**src/hw/mc_match.sv**
```systemverilog
// Constants of the multicast classifier and its address match stage.
// Assumes one clock domain; the match stage is purely combinational.
//
// Operation
// Up to 64 groups per partition
// Group capability resets to 32, reprogrammable to 64
// Only posted writes, address messages qualify
// Enable clear means nothing is multicast
// Non-multicast packets take unicast routing
// Multicast keeps posted ordering, nothing extra
// Same error, poison, CRC handling as others
// Membership decided from packet address alone
// Regions contiguous, ascending, from group zero
// No region beyond the enabled group count
// Each region spans two power exponent bytes
// Software programs identical config across partition
// One register set decides for partition
// Software quiesces traffic before config change
// Multicast never leaves its own partition
// Sender membership irrelevant to classification
// Overlap: non-posted requests stay unicast
// Base is 64 bits, low and high
// Zero low and group bits, compare base
// Group number from address at exponent
// Group above enabled count means unicast
// Verdict and group travel with packet
`timescale 1ns/100ps
`default_nettype none

package mc_pkg;
  localparam int ADDR_W = 64;
  localparam int DATA_W = 32;
  localparam int REG_AW = 8;
  localparam int GRP_W  = 6;
  localparam int SH_W   = 7;
  localparam int CNT_W  = 16;
  // Register byte offsets
  localparam logic [7:0] OFS_CAP  = 8'h00;
  localparam logic [7:0] OFS_CTL  = 8'h04;
  localparam logic [7:0] OFS_BLO  = 8'h08;
  localparam logic [7:0] OFS_BHI  = 8'h0C;
  localparam logic [7:0] OFS_STAT = 8'h10;
  localparam logic [7:0] OFS_CNT  = 8'h14;
  // Field positions and reset values
  localparam int EN_BIT    = 31;
  localparam int BLO_LSB   = 12;
  localparam int VERD_BIT  = 8;
  localparam int UC_LSB    = 16;
  localparam logic [5:0] MAXGRP_RST = 6'h1F;
  localparam logic [5:0] GRP_ZERO   = 6'h00;

  typedef enum logic [2:0] {
    KIND_MWR     = 3'b000,
    KIND_MSG_ADR = 3'b001,
    KIND_MRD     = 3'b010,
    KIND_IO      = 3'b011,
    KIND_CFG     = 3'b100,
    KIND_CPL     = 3'b101,
    KIND_MSG_OTH = 3'b110,
    KIND_OTHER   = 3'b111
  } pkt_kind_t;

  // Address bits holding the group number: ceil(log2(count + 1))
  function automatic logic [6:0] group_bits(input logic [5:0] num);
    logic [6:0] n1;
    logic [6:0] b;
    n1 = {1'b0, num} + 7'h01;
    b  = 7'h00;
    for (int i = 0; i < 7; i++)
      if ((7'h01 << i) < n1) b = 7'(i + 1);
    return b;
  endfunction

  // Group number field of an address
  function automatic logic [5:0] group_of(input logic [63:0] addr,
                                          input logic [5:0]  expo,
                                          input logic [6:0]  nb);
    logic [63:0] s;
    logic [63:0] m;
    s = addr >> expo;
    m = ~({64{1'b1}} << nb);
    return s[5:0] & m[5:0];
  endfunction

  function automatic logic eligible(input pkt_kind_t k);
    return (k == KIND_MWR) || (k == KIND_MSG_ADR);
  endfunction
endpackage

module mc_match
(
  input  wire mc_pkg::pkt_kind_t kind,
  input  wire logic [63:0]       addr,
  input  wire logic              enable,
  input  wire logic [5:0]        num_groups,
  input  wire logic [5:0]        expo,
  input  wire logic [63:0]       base,
  output logic                   hit,
  output logic [5:0]             group
);
  import mc_pkg::*;

  logic [6:0]  nb;
  logic [6:0]  sh;
  logic [63:0] keep;
  logic        base_eq;

  // Bits below exponent plus group field are ignored in the compare
  always_comb
  begin
    nb      = group_bits(num_groups);
    sh      = {1'b0, expo} + nb;
    keep    = {64{1'b1}} << sh;
    base_eq = ((addr ^ base) & keep) == 64'h0;
    group   = group_of(addr, expo, nb);
    // Verdict gathers type, enable, address and range terms
    hit     = enable
            & eligible(kind)
            & base_eq
            & (group <= num_groups);
  end
endmodule

`default_nettype wire

```
**src/hw/mc_classifier.sv**
```systemverilog
// Multicast classifier top: registers, one-stage verdict pipeline.
// Assumes packets come from logic on ref_clk, one per cycle at most,
// and software quiesces multicast traffic while it reprograms.
`timescale 1ns/100ps
`default_nettype none

module mc_classifier
#(
  parameter int TAG_W  = 8,
  parameter int PART_W = 2,
  parameter int ERR_W  = 3
)
(
  input  wire logic                        ref_clk,
  input  wire logic                        sys_rst,
  input  wire logic [mc_pkg::REG_AW-1:0]   reg_addr,
  input  wire logic [mc_pkg::DATA_W-1:0]   reg_wdata,
  input  wire logic                        reg_wr,
  input  wire logic                        reg_rd,
  output logic      [mc_pkg::DATA_W-1:0]   reg_rdata,
  input  wire logic                        in_valid,
  input  wire mc_pkg::pkt_kind_t           in_kind,
  input  wire logic [mc_pkg::ADDR_W-1:0]   in_addr,
  input  wire logic [TAG_W-1:0]            in_tag,
  input  wire logic [PART_W-1:0]           in_partition,
  input  wire logic [ERR_W-1:0]            in_err,
  output logic                             out_valid,
  output logic                             out_mcast,
  output logic      [mc_pkg::GRP_W-1:0]    out_group,
  output logic      [mc_pkg::ADDR_W-1:0]   out_addr,
  output logic      [TAG_W-1:0]            out_tag,
  output logic      [PART_W-1:0]           out_partition,
  output logic      [ERR_W-1:0]            out_err
);
  import mc_pkg::*;

  // ------------------------------------------------------------
  // Configuration registers
  // ------------------------------------------------------------
  logic [5:0]  max_group_count_q;
  logic [5:0]  enabled_group_count_q;
  logic        multicast_enable_bit_q;
  logic [5:0]  region_size_exponent_q;
  logic [31:0] multicast_base_low_q;
  logic [31:0] multicast_base_high_q;
  logic [63:0] base_addr;
  logic [5:0]  wr_count;
  logic        hit;
  logic [5:0]  group;
  logic        wr_cap;
  logic        wr_ctl;
  logic        wr_blo;
  logic        wr_bhi;

  assign wr_cap = reg_wr && (reg_addr == OFS_CAP);
  assign wr_ctl = reg_wr && (reg_addr == OFS_CTL);
  assign wr_blo = reg_wr && (reg_addr == OFS_BLO);
  assign wr_bhi = reg_wr && (reg_addr == OFS_BHI);

  // Base is one 64-bit value; bits below the low field read zero
  assign base_addr = {multicast_base_high_q,
                      multicast_base_low_q[31:BLO_LSB],
                      {BLO_LSB{1'b0}}};

  // Enabled count written above the advertised maximum is clamped to it
  assign wr_count = (reg_wdata[5:0] > max_group_count_q)
                  ? max_group_count_q : reg_wdata[5:0];

  // Capability: advertises 32 groups, reprogrammable up to 64
  always_ff @(posedge ref_clk)
  begin
    if (sys_rst)
      max_group_count_q <= MAXGRP_RST;
    else if (wr_cap)
      max_group_count_q <= reg_wdata[5:0];
  end

  // Control: enable bit and enabled group count
  always_ff @(posedge ref_clk)
  begin
    if (sys_rst)
    begin
      multicast_enable_bit_q <= 1'b0;
      enabled_group_count_q  <= GRP_ZERO;
    end
    else if (wr_ctl)
    begin
      multicast_enable_bit_q <= reg_wdata[EN_BIT];
      enabled_group_count_q  <= wr_count;
    end
  end

  // Base address halves and region size exponent
  always_ff @(posedge ref_clk)
  begin
    if (sys_rst)
    begin
      region_size_exponent_q <= GRP_ZERO;
      multicast_base_low_q   <= 32'h0000_0000;
      multicast_base_high_q  <= 32'h0000_0000;
    end
    else
    begin
      if (wr_blo)
      begin
        region_size_exponent_q <= reg_wdata[5:0];
        multicast_base_low_q   <= {reg_wdata[31:BLO_LSB], {BLO_LSB{1'b0}}};
      end
      if (wr_bhi)
        multicast_base_high_q <= reg_wdata;
    end
  end

  // ------------------------------------------------------------
  // Address match
  // ------------------------------------------------------------
  // One register set serves every port of the partition;
  // no sender identity reaches the match, member or not
  mc_match u_match
  (
    .kind       (in_kind),
    .addr       (in_addr),
    .enable     (multicast_enable_bit_q),
    .num_groups (enabled_group_count_q),
    .expo       (region_size_exponent_q),
    .base       (base_addr),
    .hit        (hit),
    .group      (group)
  );

  // ------------------------------------------------------------
  // Verdict pipeline
  // ------------------------------------------------------------
  // Valid follows input one cycle later, in arrival order
  always_ff @(posedge ref_clk)
  begin
    if (sys_rst)
      out_valid <= 1'b0;
    else
      out_valid <= in_valid;
  end

  // Verdict and group ride with the packet
  always_ff @(posedge ref_clk)
  begin
    if (sys_rst)
    begin
      out_mcast <= 1'b0;
      out_group <= GRP_ZERO;
    end
    else
    begin
      out_mcast <= in_valid && hit;
      out_group <= (in_valid && hit) ? group : GRP_ZERO;
    end
  end

  // Packet fields pass unchanged; error flags stay for normal checks
  always_ff @(posedge ref_clk)
  begin
    if (sys_rst)
    begin
      out_addr      <= 64'h0;
      out_tag       <= '0;
      out_partition <= '0;
      out_err       <= '0;
    end
    else
    begin
      out_addr      <= in_addr;
      out_tag       <= in_tag;
      out_partition <= in_partition;
      out_err       <= in_err;
    end
  end

  // ------------------------------------------------------------
  // Status and counters
  // ------------------------------------------------------------
  logic [5:0]       last_group_q;
  logic             last_mcast_q;
  logic [CNT_W-1:0] mc_cnt_q;
  logic [CNT_W-1:0] uc_cnt_q;

  // Last verdict seen, for software inspection
  always_ff @(posedge ref_clk)
  begin
    if (sys_rst)
    begin
      last_group_q <= GRP_ZERO;
      last_mcast_q <= 1'b0;
    end
    else if (in_valid)
    begin
      last_group_q <= hit ? group : GRP_ZERO;
      last_mcast_q <= hit;
    end
  end

  // Wrapping packet counters, cleared by any write to them
  always_ff @(posedge ref_clk)
  begin
    if (sys_rst || (reg_wr && (reg_addr == OFS_CNT)))
    begin
      mc_cnt_q <= '0;
      uc_cnt_q <= '0;
    end
    else if (in_valid)
    begin
      if (hit)
        mc_cnt_q <= mc_cnt_q + 16'h0001;
      else
        uc_cnt_q <= uc_cnt_q + 16'h0001;
    end
  end

  // ------------------------------------------------------------
  // Read port
  // ------------------------------------------------------------
  logic [31:0] rd_d;

  // Read mux; unmapped offsets answer zero
  always_comb
  begin
    rd_d = 32'h0000_0000;
    case (reg_addr)
      OFS_CAP:  rd_d[5:0] = max_group_count_q;
      OFS_CTL:
      begin
        rd_d[EN_BIT] = multicast_enable_bit_q;
        rd_d[5:0]    = enabled_group_count_q;
      end
      OFS_BLO:
      begin
        rd_d          = multicast_base_low_q;
        rd_d[5:0]     = region_size_exponent_q;
      end
      OFS_BHI:  rd_d = multicast_base_high_q;
      OFS_STAT:
      begin
        rd_d[5:0]      = last_group_q;
        rd_d[VERD_BIT] = last_mcast_q;
      end
      OFS_CNT:  rd_d = {uc_cnt_q, mc_cnt_q};
      default:  rd_d = 32'h0000_0000;
    endcase
  end

  // Read data stand only in the cycle after the strobe
  always_ff @(posedge ref_clk)
  begin
    if (sys_rst)
      reg_rdata <= 32'h0000_0000;
    else
      reg_rdata <= reg_rd ? rd_d : 32'h0000_0000;
  end

  // Helper mask: bits above the group field must match the base
  logic [63:0] keep_chk;
  assign keep_chk = {64{1'b1}} << ({1'b0, region_size_exponent_q}
                    + group_bits(enabled_group_count_q));
endmodule

`default_nettype wire

```
**config.mk**
```make
export PLATFORM = sky130hd
export DESIGN_NAME = mc_classifier
export DESIGN_NICKNAME = d
export VERILOG_FILES = /design/src/hw/mc_match.sv /design/src/hw/mc_classifier.sv
export SDC_FILE = /design/constraint.sdc
export NUM_CORES = 1
export LEC_CHECK = 0
export ABC_AREA = 1
export BUFFER_PORTS_ARGS = -buffer_cell sky130_fd_sc_hd__buf_2
export CAP_MARGIN = 15
export CORE_ASPECT_RATIO = 1.75
export CORE_MARGIN = 4
export CORE_UTILIZATION = 55
export DETAILED_ROUTE_END_ITERATION = 6
export PLACE_DENSITY = 0.79
export SETUP_SLACK_MARGIN = 0.02
export SYNTH_ARGS = -nofsm -noshare
export SYNTH_HDL_FRONTEND = slang
export SYNTH_SLANG_ARGS = --single-unit
```
**constraint.sdc**
```tcl
create_clock -name ref_clk -period 5.25 [get_ports ref_clk]
set_input_delay 0.7875 -clock ref_clk [delete_from_list [all_inputs] [get_ports ref_clk]]
set_output_delay 0.7875 -clock ref_clk [all_outputs]
set_load 0.01 [all_outputs]
```
==> impl_metrics.csv <==
group,metric,value,unit
setup_path,path_max_fanout,29,
sta,worst_slew_pin_slew,0.935,ns
synthesis,yosysWarningCount,0,
grt,grt_max_degree,87,
drt,drtPass1Iterations,7,
clock_tree,cts.hold.buffers_added,0,
sta,rsz0062_at_grt,"false",
setup_path,r2r_start,"enabled_group_count_q[0]$_SDFFE_PP0P_",
hold_path,worstHoldStart,"last_group_q[2]$_SDFFE_PP0P_",
pwr,irDropWorstVdd,0.000315,V
drt,drt-initial-drc-count,1210,
layout,regArea,4550,um2
synthesis,avgSynthCellArea,6.55,um2
synthesis,synthesis.nets,2131,
clock_tree,root_buffer,"clkbuf_16",
clock_tree,cts_tree,"built",
sta,timing.hold.ws,0.461,ns
synthesis,synthFlopType,"dfxtp_1",
layout,drive_gt1_share,16.6,%
place,dpl-instance-area,14400,um2
setup_path,crit_slowest_cell,"fa_1",
synthesis,netlist_top_cells_area,"dfxtp_1 (35%), nand2_1 (13%), inv_1 (7.1%)",
drt,drc,0,
synthesis,synth_common_cells,"nand2_1 (448), inv_1 (246), nor2_1 (238)",
setup_path,worst_path_most_repeated_cell,"nand2_1",
floorplan,coreArea,23300,um2
synthesis,yosys.area.top_type_share,34.9,%
synthesis,synth_area,13000,um2
clock_tree,htreeDepth,1,
layout,diodes,0,
synthesis,synth_top_area_cell,"dfxtp_1",
setup_path,startpoint,"enabled_group_count_q[0]$_SDFFE_PP0P_",
sta,slew_viol_final,0,
setup_path,arrival,5.23,ns
setup_path,worstSetupStartpointType,"flop",
floorplan,die_y,211,um
outcome,status,"complete, no violations",
grt,track_usage,35.1,%
grt,grt_pass1_wl,73500,um
synthesis,synth_most_common_cell,"nand2_1",
sta,fin_crit,4.78,ns
sta,fmax,209,MHz
pwr,p_seq_share,47.5,%
clock_tree,clk_latency,0.52,ns
pwr,switching_share,25.2,%
drt,totalWireLength,48000,um
place,io_buffers,240,
setup_path,critPathMaxStageDelay,0.45,ns
setup_path,endpoint_kind,"flop",
job,maxCapViolations,0,
drt,vias,14100,
sta,finalSetupViolations,0,
sta,hold_viol_final,0,
grt,gr-total-overflow,0,
sta,tns,0,ns
pwr,clkPwrFrac,42.8,%
layout,final_area,15200,um2
layout,nets,2327,
pwr,powerDensity,245,nW/um2
synthesis,synth_enable_flop_cells,0,
layout,syn_to_final_growth,16.8,%
setup_path,crit_required,5.70,ns
drt,wl_per_cell,19.2,um
setup_path,reg2reg_slack,0.47,ns
layout,multiInputGateArea,7030,um2
grt,grt_pass1_vias,13700,
layout,fillers,2220,
setup_path,endpoint,"uc_cnt_q[2]$_SDFFE_PP0P_",
hold_path,worstHoldPathType,"reg -> reg",
sta,post-route-period-util,91.0,%
floorplan,die_width,124,um
synthesis,ys_seq_area_share,34.9,%
drt,viasPerCell,5.65,
synthesis,yosys_register_bits,227,
pwr,internal_power,2.78,mW
place,place.gp.congestion,1.08,
pwr,combPwrFrac,9.7,%
setup_path,crit_type,"reg -> reg",
pwr,power.leakage,7.37,nW
sta,slew_headroom,37.7,%
setup_path,r2r_cells,31,
synthesis,synth.distinct_cells,51,
clock_tree,cts_buffer_depth,3,
floorplan,ios,242,
floorplan,dieArea,26300,um2
setup_path,r2r_end,"uc_cnt_q[2]$_SDFFE_PP0P_",
clock_tree,numCtsBuffers,22,
pwr,p_switching,0.937,mW
place,hpwlAfterDp,37400,um
synthesis,syn_inst,1987,
synthesis,async_reset_ff_share,0,%
clock_tree,clk_pin_slew,0.07,ns
grt,antenna_found_initial,0,
sta,skew,0.00841,ns
floorplan,row_count,74,
drt,ant_nets,0,
floorplan,start_util,55.7,%
clock_tree,clock-sinks,227,
[stage by stage]
step | setup WS [ns] | power [mW] | util, % | instances
6_report | 0.475 | 3.72 | 65.1 | 2502
5_1_grt | 0.0486 | 3.82 | 65.1 | 2502
4_1_cts | 0.287 | 3.72 | 65.0 | 2502
3_5_place_dp | 0.311 | 2.16 | 61.9 | 2463
3_3_place_gp | 0.467 | 2.15 | 61.9 | 2463
2_1_floorplan | 1.19 | 1.98 | - | 1987
[layout make-up]
class	instances	share of cell area, %
repair buffers	281	10.2
clock buffers	31	4.18
multi-input cells	1394	46.3
flip-flops and latches	227	30.0
clock inverters	8	0.535
well taps	304	2.50
inverters	257	6.35
[sequential cells by signal, summed over array words and instances, names as in the netlist, 3 cells and up]
| register | flops |
|---|---|
| multicast_base_high_q | 32 |
| multicast_base_low_q | 20 |
| out_group | 6 |
| uc_cnt_q | 16 |
| reg_rdata | 32 |
| last_group_q | 6 |
| out_tag | 8 |
| enabled_group_count_q | 6 |
| region_size_exponent_q | 6 |
| max_group_count_q | 6 |
| mc_cnt_q | 16 |
| out_addr | 64 |
| out_err | 3 |
[power groups by stage]
| stage | sequential, mW | combinational [mW] | clock [mW] |
|---|---|---|---|
| finish | 1.77 | 0.361 | 1.59 |
| global route | 1.77 | 0.390 | 1.66 |
| CTS | 1.77 | 0.356 | 1.60 |
| detailed placement | 1.80 | 0.354 | 0 |
| global placement | 1.80 | 0.352 | 0 |
| floorplan | 1.82 | 0.158 | 0 |
[repair_timing]
action | in CTS | in global routing
setup endpoints to repair | 0 | 46
buffers inserted | 0 | 0
gates resized for setup | 0 | 9
endpoints found under the hold margin | 0 | 0
[cell usage in the layout (no fill, tap or decap), types with 18 or more instances in the layout]
| cell type | count |
|---|---|
| nand2_1 | 446 |
| inv_1 | 246 |
| buf_2 | 239 |
| nor2_1 | 235 |
| dfxtp_1 | 225 |
| o21ai_0 | 173 |
| nand3_1 | 139 |
| a21oi_1 | 90 |
| xor2_1 | 61 |
| nand4_1 | 46 |
| buf_4 | 39 |
| o211ai_1 | 29 |
| clkbuf_16 | 23 |
| a211oi_1 | 18 |
| ha_1 | 18 |
[layer usage]
metal  global-route usage [%]  share of wire (%)  vias up
met2                     63.3                 50      693
met5                        0                  0        -
met4                     26.8                8.6        0
li1                         -                  -     6860
met3                     4.52                6.5      211
met1                     36.8                 35     6384
[kinds of logic (layout without fill, tap and decap cells)]
group	count (synthesis)	count (layout)	synth area share [%]
AO/OA/AOI/OAI	376	376	16.6
XOR/XNOR	61	61	4.11
adder cells (fa/ha/maj)	19	19	1.89
buffers and inverters	366	577	11.4
flip-flops	227	227	34.9
multiplexers	3	3	0.231
AND/OR/NAND/NOR	935	935	30.8
[critical path: cells and delay by family (launching register included)]
| family | cells | cell delay [ns] |
|---|---|---|
| adder cells (fa/ha/maj) | 3 | 0.91 |
| buffers and inverters | 5 | 0.61 |
| AO/OA/AOI/OAI | 3 | 0.57 |
| AND/OR/NAND/NOR | 20 | 2.16 |
| flip-flops | 1 | 0.42 |
[how the worst min path moves through the flow]
stage                                        end  slack [ns]  cells past startpoint
global route               out_err[1]$_SDFF_PP0_        0.47                      3
global placement    last_group_q[2]$_SDFFE_PP0P_        0.45                      2
detailed placement  last_group_q[4]$_SDFFE_PP0P_        0.45                      2
floorplan           last_group_q[4]$_SDFFE_PP0P_        0.43                      2
CTS                        out_err[2]$_SDFF_PP0_        0.45                      3
finish              last_group_q[2]$_SDFFE_PP0P_        0.46                      2
(Power assumes the default switching activity.)
